<file path="config.mk">
export PLATFORM = sky130hd
export DESIGN_NAME = pcr_config_bank
export DESIGN_NICKNAME = d
export VERILOG_FILES = /design/src/hw/pcr_pkg.sv /design/src/hw/pcr_config_bank.sv
export SDC_FILE = /design/constraint.sdc
export NUM_CORES = 1
export LEC_CHECK = 0
export BUFFER_PORTS_ARGS = -buffer_cell sky130_fd_sc_hd__clkbuf_2
export CAP_MARGIN = 20
export CORE_ASPECT_RATIO = 1.1
export CORE_MARGIN = 2
export CORE_UTILIZATION = 44
export CTS_BUF_LIST = sky130_fd_sc_hd__clkbuf_8
export DETAILED_ROUTE_END_ITERATION = 7
export PLACE_DENSITY_LB_ADDON = 0.25
export SLEW_MARGIN = 20
export SYNTH_ARGS = -nofsm -noshare
export SYNTH_HDL_FRONTEND = slang
export SYNTH_SLANG_ARGS = --single-unit
</file>
<file path="constraint.sdc">
create_clock -name i_clk_sys -period 1.13 [get_ports i_clk_sys]
set_input_delay 0.113 -clock i_clk_sys [delete_from_list [all_inputs] [get_ports i_clk_sys]]
set_output_delay 0.113 -clock i_clk_sys [all_outputs]
set_load 0.05 [all_outputs]
</file>
<file path="src/hw/pcr_pkg.sv">
// Package for the configuration register bank: offsets, fields, reset values, carriers
package pcr_pkg;

	// Register offsets on the plain register port
	localparam logic [2:0] OFS_JTAG_EN   = 3'h0;
	localparam logic [2:0] OFS_PAGE      = 3'h1;
	localparam logic [2:0] OFS_PWR0      = 3'h2;
	localparam logic [2:0] OFS_PWR2      = 3'h3;
	localparam logic [2:0] OFS_SPACE_MAP = 3'h4;
	localparam logic [2:0] OFS_MEM_INFO0 = 3'h5;
	localparam logic [2:0] OFS_MEM_INFO1 = 3'h6;

	// Field positions
	localparam int BIT_JTAG_EN       = 0;
	localparam int BIT_AUTO_PD       = 1;
	localparam int BIT_FAST_OFF      = 3;
	localparam int BIT_ARRAY_CLK     = 4;
	localparam int BIT_MCELL_CLK     = 5;
	localparam int BIT_ADDR_GATE     = 0;
	localparam int BIT_CTRL0_GATE    = 2;
	localparam int BIT_ALE_GATE      = 5;
	localparam int BIT_WRH_GATE      = 6;
	localparam int BIT_FETCH_SRAM    = 0;
	localparam int BIT_FETCH_SEC     = 1;
	localparam int BIT_FETCH_PRI     = 2;
	localparam int BIT_READ_SEC      = 3;
	localparam int BIT_READ_PRI      = 4;
	localparam int BIT_PERIPH_MODE   = 7;

	// Writable masks: unused positions read as zero
	localparam logic [7:0] MASK_JTAG_EN  = 8'h01;
	localparam logic [7:0] MASK_PWR0     = 8'h3a;
	localparam logic [7:0] MASK_PWR2     = 8'h7d;
	localparam logic [7:0] MASK_MAP      = 8'h9f;
	localparam logic [7:0] MASK_MAP_LOAD = 8'h1e;

	// Reset values
	localparam logic [7:0] RST_JTAG_EN = 8'h00;
	localparam logic [7:0] RST_PAGE    = 8'h00;
	localparam logic [7:0] RST_PWR     = 8'h00;
	localparam logic [7:0] RST_MAP     = 8'h00;

	// Identification codes
	localparam logic [3:0] PRI_SIZE_4MBIT  = 4'h4;
	localparam logic [3:0] PRI_SIZE_8MBIT  = 4'h5;
	localparam logic [3:0] SRAM_SIZE_NONE  = 4'h0;
	localparam logic [3:0] SRAM_SIZE_16K   = 4'h1;
	localparam logic [3:0] SRAM_SIZE_64K   = 4'h3;
	localparam logic [3:0] SEC_SIZE_NONE   = 4'h0;
	localparam logic [3:0] SEC_SIZE_256K   = 4'h2;
	localparam logic [1:0] SEC_TYPE_FLASH  = 2'h0;
	localparam logic [1:0] SEC_TYPE_EEPROM = 2'h1;

	localparam int N_PRI_SECT = 8;
	localparam int N_SEC_SECT = 4;

	typedef struct packed {
		logic [2:0] addr;
		logic [7:0] wdata;
		logic       wr;
		logic       rd;
	} pcr_bus_s;

	// Gated inputs as the AND array sees them: each follows its source while open, 0 while blocked
	typedef struct packed {
		logic       clk_to_array;
		logic       clk_to_mcells;
		logic [7:0] addr_lo;
		logic [2:0] ctrl;
		logic       ale;
		logic       high_byte_write;
	} pcr_array_in_s;

	typedef struct packed {
		logic [N_PRI_SECT-1:0] primary_sector_selects;
		logic [N_SEC_SECT-1:0] secondary_sector_selects;
		logic                  sram_select;
	} pcr_selects_s;

endpackage : pcr_pkg

</file>
<file path="src/hw/pcr_config_bank.sv">
// Configuration and identification register bank with array input gating
// Notes on behaviour
// RL1 - Bit 0 enables serial test port
// RL2 - Page bits feed logic; reset to zero
// RL3 - Power register 0 cleared at power-up only
// RL4 - Power0 bit 1 enables automatic power-down
// RL5 - Power0 bit 3 zero means fast mode
// RL6 - Power0 bit 4 gates clock to array
// RL7 - Power0 bit 5 gates clock to macrocells
// RL8 - Power2 bit 0 blocks low address lines
// RL9 - Alternate mode: address from port F, bus
// RL10 - Power2 bits 2-4 gate control inputs
// RL11 - Power2 bit 5 gates latch enable input
// RL12 - Power2 bit 6 gates high-byte write input
// RL13 - Map bits 1-4 from config; 0,7 cleared
// RL14 - Map bits 0-4 apply only in classic mode
// RL15 - Fetch strobe reaches enabled memories only
// RL16 - Read strobe reaches enabled flash memories only
// RL17 - Map bit 7 enables port F peripheral mode
// RL18 - Info0 low nibble: primary flash size
// RL19 - Info0 high nibble: SRAM size
// RL20 - Info1 low nibble: secondary size
// RL21 - Info1 bits 5-4: secondary memory type
// RL22 - Memory selects come from decode array
// RL23 - Software writes zero to unused bits
//
// Strobed register access and the register addresses were decided locally.
`timescale 1ns/10ps
module pcr_config_bank
	import pcr_pkg::*;
#(
	parameter logic [3:0] PRI_SIZE  = 4'h4,
	parameter logic [3:0] SRAM_SIZE = 4'h3,
	parameter logic [3:0] SEC_SIZE  = 4'h2,
	parameter logic [1:0] SEC_TYPE  = 2'h0
) (
	input  wire logic                    i_clk_sys,
	input  wire logic                    i_rst,
	input  wire logic                    i_power_on_rst,
	input  wire pcr_pkg::pcr_bus_s       i_bus,
	output logic [7:0]                   o_rdata,
	input  wire logic [7:0]              i_stored_space_map,
	input  wire logic                    i_classic_mode,
	input  wire logic                    i_alt16_mode,
	input  wire logic                    i_logic_clock_input,
	input  wire logic [7:0]              i_mcu_addr_lo,
	input  wire logic [3:0]              i_port_f_low_pins,
	input  wire logic [7:4]              i_muxed_bus_upper_lines,
	input  wire logic [2:0]              i_control_inputs,
	input  wire logic                    i_latch_enable,
	input  wire logic                    i_high_byte_write_strobe,
	input  wire logic                    i_program_fetch_strobe_n,
	input  wire logic                    i_data_read_strobe_n,
	input  wire pcr_pkg::pcr_selects_s   i_decode_logic_array,
	output logic                         o_test_port_enable,
	output logic [7:0]                   o_page_bits,
	output logic                         o_auto_power_down,
	output logic                         o_logic_fast_mode,
	output logic                         o_peripheral_mode,
	output pcr_pkg::pcr_array_in_s       o_array_in,
	output pcr_pkg::pcr_selects_s        o_selects,
	output logic                         o_fetch_sram_n,
	output logic                         o_fetch_secondary_n,
	output logic                         o_fetch_primary_n,
	output logic                         o_read_secondary_n,
	output logic                         o_read_primary_n
);
	import pcr_pkg::*;

	logic [7:0] jtag_port_enable_reg;
	logic [7:0] page_select_reg;
	logic [7:0] power_gating_ctrl_0_reg;
	logic [7:0] power_gating_ctrl_2_reg;
	logic [7:0] code_data_space_map_reg;
	logic [7:0] memory_size_info_0;
	logic [7:0] memory_size_info_1;
	logic [7:0] rdata_next;
	logic       map_loaded_reg;
	logic [7:0] addr_lo_src;
	logic [7:0] addr_lo_gated;
	logic       map_active;
	logic       wr_jtag;
	logic       wr_page;
	logic       wr_pwr0;
	logic       wr_pwr2;
	logic       wr_map;
	logic       array_clock_open;
	logic       macrocell_clock_open;
	logic       address_open;
	logic [2:0] control_open;
	logic       latch_enable_open;
	logic       high_write_open;
	logic [4:0] steer_strobe_n;
	logic [4:0] steer_enable;
	logic [4:0] steer_out_n;

	// Identification values are fixed by build parameters; spare bits read as zero
	always_comb begin
		memory_size_info_0      = 8'h00;
		memory_size_info_0[3:0] = PRI_SIZE; // RL18
		memory_size_info_0[7:4] = SRAM_SIZE; // RL19
	end

	always_comb begin
		memory_size_info_1      = 8'h00;
		memory_size_info_1[3:0] = SEC_SIZE; // RL20
		memory_size_info_1[5:4] = SEC_TYPE; // RL21
	end

	// One write enable per register; unmapped offsets decode to none
	always_comb begin
		wr_jtag = 1'b0;
		wr_page = 1'b0;
		wr_pwr0 = 1'b0;
		wr_pwr2 = 1'b0;
		wr_map  = 1'b0;
		if (i_bus.wr) begin
			if (i_bus.addr == OFS_JTAG_EN) begin
				wr_jtag = 1'b1;
			end else if (i_bus.addr == OFS_PAGE) begin
				wr_page = 1'b1;
			end else if (i_bus.addr == OFS_PWR0) begin
				wr_pwr0 = 1'b1;
			end else if (i_bus.addr == OFS_PWR2) begin
				wr_pwr2 = 1'b1;
			end else if (i_bus.addr == OFS_SPACE_MAP) begin
				wr_map = 1'b1;
			end
		end
	end

	// Test port enable keeps only bit 0; the rest read back as zero
	always_ff @(posedge i_clk_sys or posedge i_rst) begin
		if (i_rst) begin
			jtag_port_enable_reg <= RST_JTAG_EN;
		end else if (wr_jtag) begin
			jtag_port_enable_reg <= i_bus.wdata & MASK_JTAG_EN;
		end
	end

	always_ff @(posedge i_clk_sys or posedge i_rst) begin
		if (i_rst) begin
			page_select_reg <= RST_PAGE; // RL2
		end else if (wr_page) begin
			page_select_reg <= i_bus.wdata;
		end
	end

	// Power registers hold through the reset pin; only power-on clears them
	always_ff @(posedge i_clk_sys or posedge i_power_on_rst) begin
		if (i_power_on_rst) begin
			power_gating_ctrl_0_reg <= RST_PWR; // RL3
		end else if (wr_pwr0) begin
			power_gating_ctrl_0_reg <= i_bus.wdata & MASK_PWR0;
		end
	end

	// Power register 2 likewise survives the reset pin
	always_ff @(posedge i_clk_sys or posedge i_power_on_rst) begin
		if (i_power_on_rst) begin
			power_gating_ctrl_2_reg <= RST_PWR; // RL3
		end else if (wr_pwr2) begin
			power_gating_ctrl_2_reg <= i_bus.wdata & MASK_PWR2;
		end
	end

	// Stored configuration is a level, so it is loaded by a clocked step after release
	always_ff @(posedge i_clk_sys or posedge i_rst) begin
		if (i_rst) begin
			map_loaded_reg <= 1'b0;
		end else begin
			map_loaded_reg <= 1'b1;
		end
	end

	always_ff @(posedge i_clk_sys or posedge i_rst) begin
		if (i_rst) begin
			code_data_space_map_reg <= RST_MAP; // RL13
		end else if (!map_loaded_reg) begin
			code_data_space_map_reg <= i_stored_space_map & MASK_MAP_LOAD; // RL13
		end else if (wr_map) begin
			code_data_space_map_reg <= i_bus.wdata & MASK_MAP;
		end
	end

	always_comb begin
		if (i_bus.addr == OFS_JTAG_EN) begin
			rdata_next = jtag_port_enable_reg;
		end else if (i_bus.addr == OFS_PAGE) begin
			rdata_next = page_select_reg;
		end else if (i_bus.addr == OFS_PWR0) begin
			rdata_next = power_gating_ctrl_0_reg;
		end else if (i_bus.addr == OFS_PWR2) begin
			rdata_next = power_gating_ctrl_2_reg;
		end else if (i_bus.addr == OFS_SPACE_MAP) begin
			rdata_next = code_data_space_map_reg;
		end else if (i_bus.addr == OFS_MEM_INFO0) begin
			rdata_next = memory_size_info_0;
		end else if (i_bus.addr == OFS_MEM_INFO1) begin
			rdata_next = memory_size_info_1;
		end else begin
			rdata_next = 8'h00;
		end
	end

	// Read data only in the cycle after the strobe, zero otherwise
	always_ff @(posedge i_clk_sys or posedge i_rst) begin
		if (i_rst) begin
			o_rdata <= 8'h00;
		end else if (i_bus.rd) begin
			o_rdata <= rdata_next;
		end else begin
			o_rdata <= 8'h00;
		end
	end

	// Each mode output follows its register bit with no extra delay
	always_comb begin
		o_test_port_enable = jtag_port_enable_reg[BIT_JTAG_EN]; // RL1
	end

	always_comb begin
		o_page_bits = page_select_reg; // RL2
	end

	always_comb begin
		o_auto_power_down = power_gating_ctrl_0_reg[BIT_AUTO_PD]; // RL4
	end

	// Fast mode is the power-on default, so the stored bit is its inverse
	always_comb begin
		o_logic_fast_mode = ~power_gating_ctrl_0_reg[BIT_FAST_OFF]; // RL5
	end

	always_comb begin
		o_peripheral_mode = code_data_space_map_reg[BIT_PERIPH_MODE]; // RL17
	end

	// A set gate bit disconnects its input to save power
	always_comb begin
		array_clock_open     = ~power_gating_ctrl_0_reg[BIT_ARRAY_CLK]; // RL6
		macrocell_clock_open = ~power_gating_ctrl_0_reg[BIT_MCELL_CLK]; // RL7
	end

	always_comb begin
		address_open = ~power_gating_ctrl_2_reg[BIT_ADDR_GATE]; // RL8
	end

	always_comb begin
		latch_enable_open = ~power_gating_ctrl_2_reg[BIT_ALE_GATE]; // RL11
		high_write_open   = ~power_gating_ctrl_2_reg[BIT_WRH_GATE]; // RL12
	end

	// The three control inputs are gated by consecutive bits
	genvar g;
	generate
		for (g = 0; g < 3; g++) begin : g_ctrl
			assign control_open[g] = ~power_gating_ctrl_2_reg[BIT_CTRL0_GATE + g]; // RL10
		end
	endgenerate

	// Alternate mode takes the low nibble from port F and the upper one from the bus
	always_comb begin
		if (i_alt16_mode) begin
			addr_lo_src = {i_muxed_bus_upper_lines, i_port_f_low_pins}; // RL9
		end else begin
			addr_lo_src = i_mcu_addr_lo;
		end
	end

	// Blocked lines hold low so the array sees no toggling while it is idle
	generate
		for (g = 0; g < 8; g++) begin : g_addr
			assign addr_lo_gated[g] = addr_lo_src[g] & address_open; // RL8
		end
	endgenerate

	// Clock gating is combinational; a real chip would use a glitch-free cell here
	always_comb begin
		o_array_in                 = '0;
		o_array_in.clk_to_array    = i_logic_clock_input & array_clock_open; // RL6
		o_array_in.clk_to_mcells   = i_logic_clock_input & macrocell_clock_open; // RL7
		o_array_in.addr_lo         = addr_lo_gated; // RL8
		o_array_in.ctrl            = i_control_inputs & control_open; // RL10
		o_array_in.ale             = i_latch_enable & latch_enable_open; // RL11
		o_array_in.high_byte_write = i_high_byte_write_strobe & high_write_open; // RL12
	end

	// Outside classic mode the strobe steering is bypassed: all paths open
	always_comb begin
		if (i_classic_mode) begin
			map_active = 1'b1; // RL14
		end else begin
			map_active = 1'b0;
		end
	end

	// Paths 0 to 2 carry the fetch strobe, paths 3 and 4 the read strobe
	always_comb begin
		steer_strobe_n[0] = i_program_fetch_strobe_n;
		steer_strobe_n[1] = i_program_fetch_strobe_n;
		steer_strobe_n[2] = i_program_fetch_strobe_n;
	end

	always_comb begin
		steer_strobe_n[3] = i_data_read_strobe_n;
		steer_strobe_n[4] = i_data_read_strobe_n;
	end

	// Enable bits are taken in the same order as the paths
	always_comb begin
		steer_enable[0] = code_data_space_map_reg[BIT_FETCH_SRAM]; // RL15
		steer_enable[1] = code_data_space_map_reg[BIT_FETCH_SEC]; // RL15
		steer_enable[2] = code_data_space_map_reg[BIT_FETCH_PRI]; // RL15
	end

	always_comb begin
		steer_enable[3] = code_data_space_map_reg[BIT_READ_SEC]; // RL16
		steer_enable[4] = code_data_space_map_reg[BIT_READ_PRI]; // RL16
	end

	// A closed path holds its active-low strobe high, so that memory never sees it
	generate
		for (g = 0; g < 5; g++) begin : g_steer
			assign steer_out_n[g] = steer_strobe_n[g] | (map_active & ~steer_enable[g]); // RL14
		end
	endgenerate

	always_comb begin
		o_fetch_sram_n      = steer_out_n[0]; // RL15
		o_fetch_secondary_n = steer_out_n[1]; // RL15
		o_fetch_primary_n   = steer_out_n[2]; // RL15
	end

	always_comb begin
		o_read_secondary_n = steer_out_n[3]; // RL16
		o_read_primary_n   = steer_out_n[4]; // RL16
	end

	// Selects are decoded outside this bank and only pass through
	assign o_selects = i_decode_logic_array; // RL22

endmodule : pcr_config_bank

</file>
==> key figures <==
Outcome
  – Run status: finished, violations left
  – Failing checks: setup timing

Place
  – Port buffer count: 85
  – Placed instance area: roughly 2300 um2
  – Final RePlAce weighted congestion: 0.765
  – Hpwl dp: 3610 um

Clock network
  – Longest Clk Path Bufs: 2
  – CTS Root Cell: clkbuf_8
  – Clock latency on the worst-skew pair: 0.29 ns
  – CTS sink cnt: 34
  – Num CTS Buffers: 5
  – Clock transition at the registers of the reported paths: 0.07 ns
  – H-tree depth: 2
  – TritonCTS clock tree: yes

Drt
  – WL per Instance: between 15 and 20 um
  – Vias per inst: around 5.2
  – First drt pass iteration count: 4
  – Routed Antenna Nets: 0
  – Initial DRC count: 36
  – DR DRC count: 0
  – WL final: 5280 um
  – Total number of vias: ~1700

Timing
  – Achievable Freq: between 0.8 and 0.9 GHz
  – Final worst path period need: approximately 1.2 ns
  – Clock Skew: 0.00684 ns
  – Hold Fails Final Rpt: 0
  – Final setup margin: -0.114 ns
  – Fin crit share: 110%
  – RSZ-0062 raised after global routing: yes
  – # setup viols final: 10
  – Max-slew violations: 0

Floorplanning
  – I/O Pins: between 100 and 150
  – DIE HEIGHT: about 72 um
  – # rows: 24
  – Starting Density: 46.6%
  – Chip width: 66.3 um
  – Die ar.: a little under 5000 um2
  – Core ar.: slightly above 4000 um2

Yosys
  – Synth async-reset ratio: 100%
  – Synthesized cell area: 1880 um2
  – Top cell type's share of synthesized area: a little under half
  – Synth Register Bits: 34
  – Leading area contributor after synthesis: dfrtp_1
  – Most used flip-flop cell after synthesis: dfrtp_1
  – Mapped Nets: ~240
  – Avg Inst Size Synth: 10.4 um2
  – Register area share after synthesis: 45.4%
  – Number of library cell types mapped by synthesis: 36
  – Synth warn: 0
  – Ranking of synthesized cells by area: dfrtp_1 (45%), mux2_2 (11%), mux2i_1 (8.5%)
  – Cells after synthesis: 180
  – Post-synth EDFFs: 0

Power
  – Lkg Pwr: roughly 1.4 nW
  – Total Power: 4.40 mW
  – Max IR drop VDD: between 1000 and 1500 uV
  – Pwr dens: 1580 nW/um2

Global routing
  – Grt total ovfl: 0
  – Gr usage total: roughly 22%
  – Pin count of the biggest net entering global routing: 25
  – First-pass GRT wire length: a little under 8000 um
  – Initial antenna violation count: 0
  – Number of global-route vias before repair: 1711

Layout
  – Final instance area: about 2800 um2
  – Most frequent cells in the layout: clkbuf_2 (64), dfrtp_1 (33), buf_4 (21)
  – Synth-to-layout area growth: 48.5%
  – Share of cells above drive strength 1: between 50% and 60%
  – Antenna cell count: 0
  – Final #Nets: between 300 and 400
  – Most common cell after layout, fill and taps aside: clkbuf_2

Job
  – Max-cap viol count: 0

Worst hold path
  – Min-Delay Path Class: in2reg

Worst setup path
  – Crit-path max FO: 5
  – Critical Path RT: a little over 1 ns
  – Data arrival, critical path: about 1.1 ns
  – Setup crit end kind: primary output
  – CP Launch Type: flop
  – Setup CP Type: reg2out
[power breakdown]
part | leakage [nW] | internal, mW | switching, mW
registers | 0.419 | 1.40 | 0.158
logic | 0.937 | 0.751 | 1.16
clock network | 0.0524 | 0.482 | 0.442
[metal layers]
| metal | part of all wire, % | vias to the layer above | track usage [%] |
|---|---|---|---|
| li1 | - | 788 | - |
| met1 | 36 | 808 | 22.4 |
| met2 | 54 | 83 | 39.3 |
| met3 | 7.8 | 16 | 6.67 |
| met4 | 2.0 | 0 | 9.07 |
| met5 | 0 | - | 0 |
[worst max-delay path: stages (launching register included)]
cell	delay, ns
dfrtp_2	0.43
buf_12	0.15
nor2_4	0.10
buf_8	0.15
[cell families (layout without fill, tap and decap cells)]
logic type             after synthesis  count (layout)  synth area share (%)
buffers and inverters               32             127                  10.5
AO/OA/AOI/OAI                       24              24                  8.34
multiplexers                        35              35                  19.9
other                                1               1                 0.200
flip-flops                          34              34                  45.4
AND/OR/NAND/NOR                     54              54                  15.7
[repair_timing]
| item | in CTS | in global routing |
|---|---|---|
| endpoints found under the hold margin | 34 | 0 |
| setup buffers | 5 | 7 |
| endpoints found under the setup margin | 21 | 20 |
| hold buffers | 2 | 0 |
| resized for setup | 44 | 40 |
| pin swaps | 0 | 8 |
[metrics by stage]
stage          std cells  TNS [ns]  hold slack (ns)  utilization, %  worst slack (ns)
2_1_floorplan        180     -1.47          -0.0468               -            -0.183
3_3_place_gp         305    -0.120            0.108            57.2           -0.0173
3_5_place_dp         305    -0.338            0.116            57.2           -0.0375
4_1_cts              320    -0.655           0.0528            65.4           -0.0936
5_1_grt              327     -1.22           0.0738            69.2            -0.128
6_report             327    -0.801           0.0575            69.2            -0.114
[cells in the mapped netlist (all sizes together), types with 2 or more instances]
library cell	instances
dfrtp	34
buf	23
mux2	19
nor2	18
mux2i	16
a21oi	10
inv	9
nand2	9
nor2b	9
a21o	5
nand2b	3
nand3	3
nand3b	2
nor3	2
o21ai	2
[final timing paths]
path / slack [ns] / endpoint / cells past startpoint / start
hold reg to reg: 0.53 / o_page_bits[1] / 1 / o_page_bits[1]
max in group asynchronous: 0.46 / power_gating_ctrl_2_reg[0] / 3 / i_power_on_rst
hold / removal: 0.06 / code_data_space_map_reg[2] / 3 / i_stored_space_map[2]
setup / recovery: -0.11 / o_array_in[9] / 3 / power_gating_ctrl_2_reg[0]
setup reg to reg: 0.06 / power_gating_ctrl_2_reg[0] / 3 / power_gating_ctrl_2_reg[0]
min in group asynchronous: 0.35 / power_gating_ctrl_0_reg[5] / 3 / i_power_on_rst
[layout make-up]
| cell class | count | area, um2 |
|---|---|---|
| well taps | 52 | 65.1 |
| multi-input cells | 114 | 906 |
| clock buffers | 6 | 82.6 |
| fillers | 324 | 1240 |
| flip-flops and latches | 34 | 852 |
| inverters | 9 | 33.8 |
| repair buffers | 110 | 837 |
| clock inverters | 2 | 8.76 |
Power figures use the tool's default switching activity.
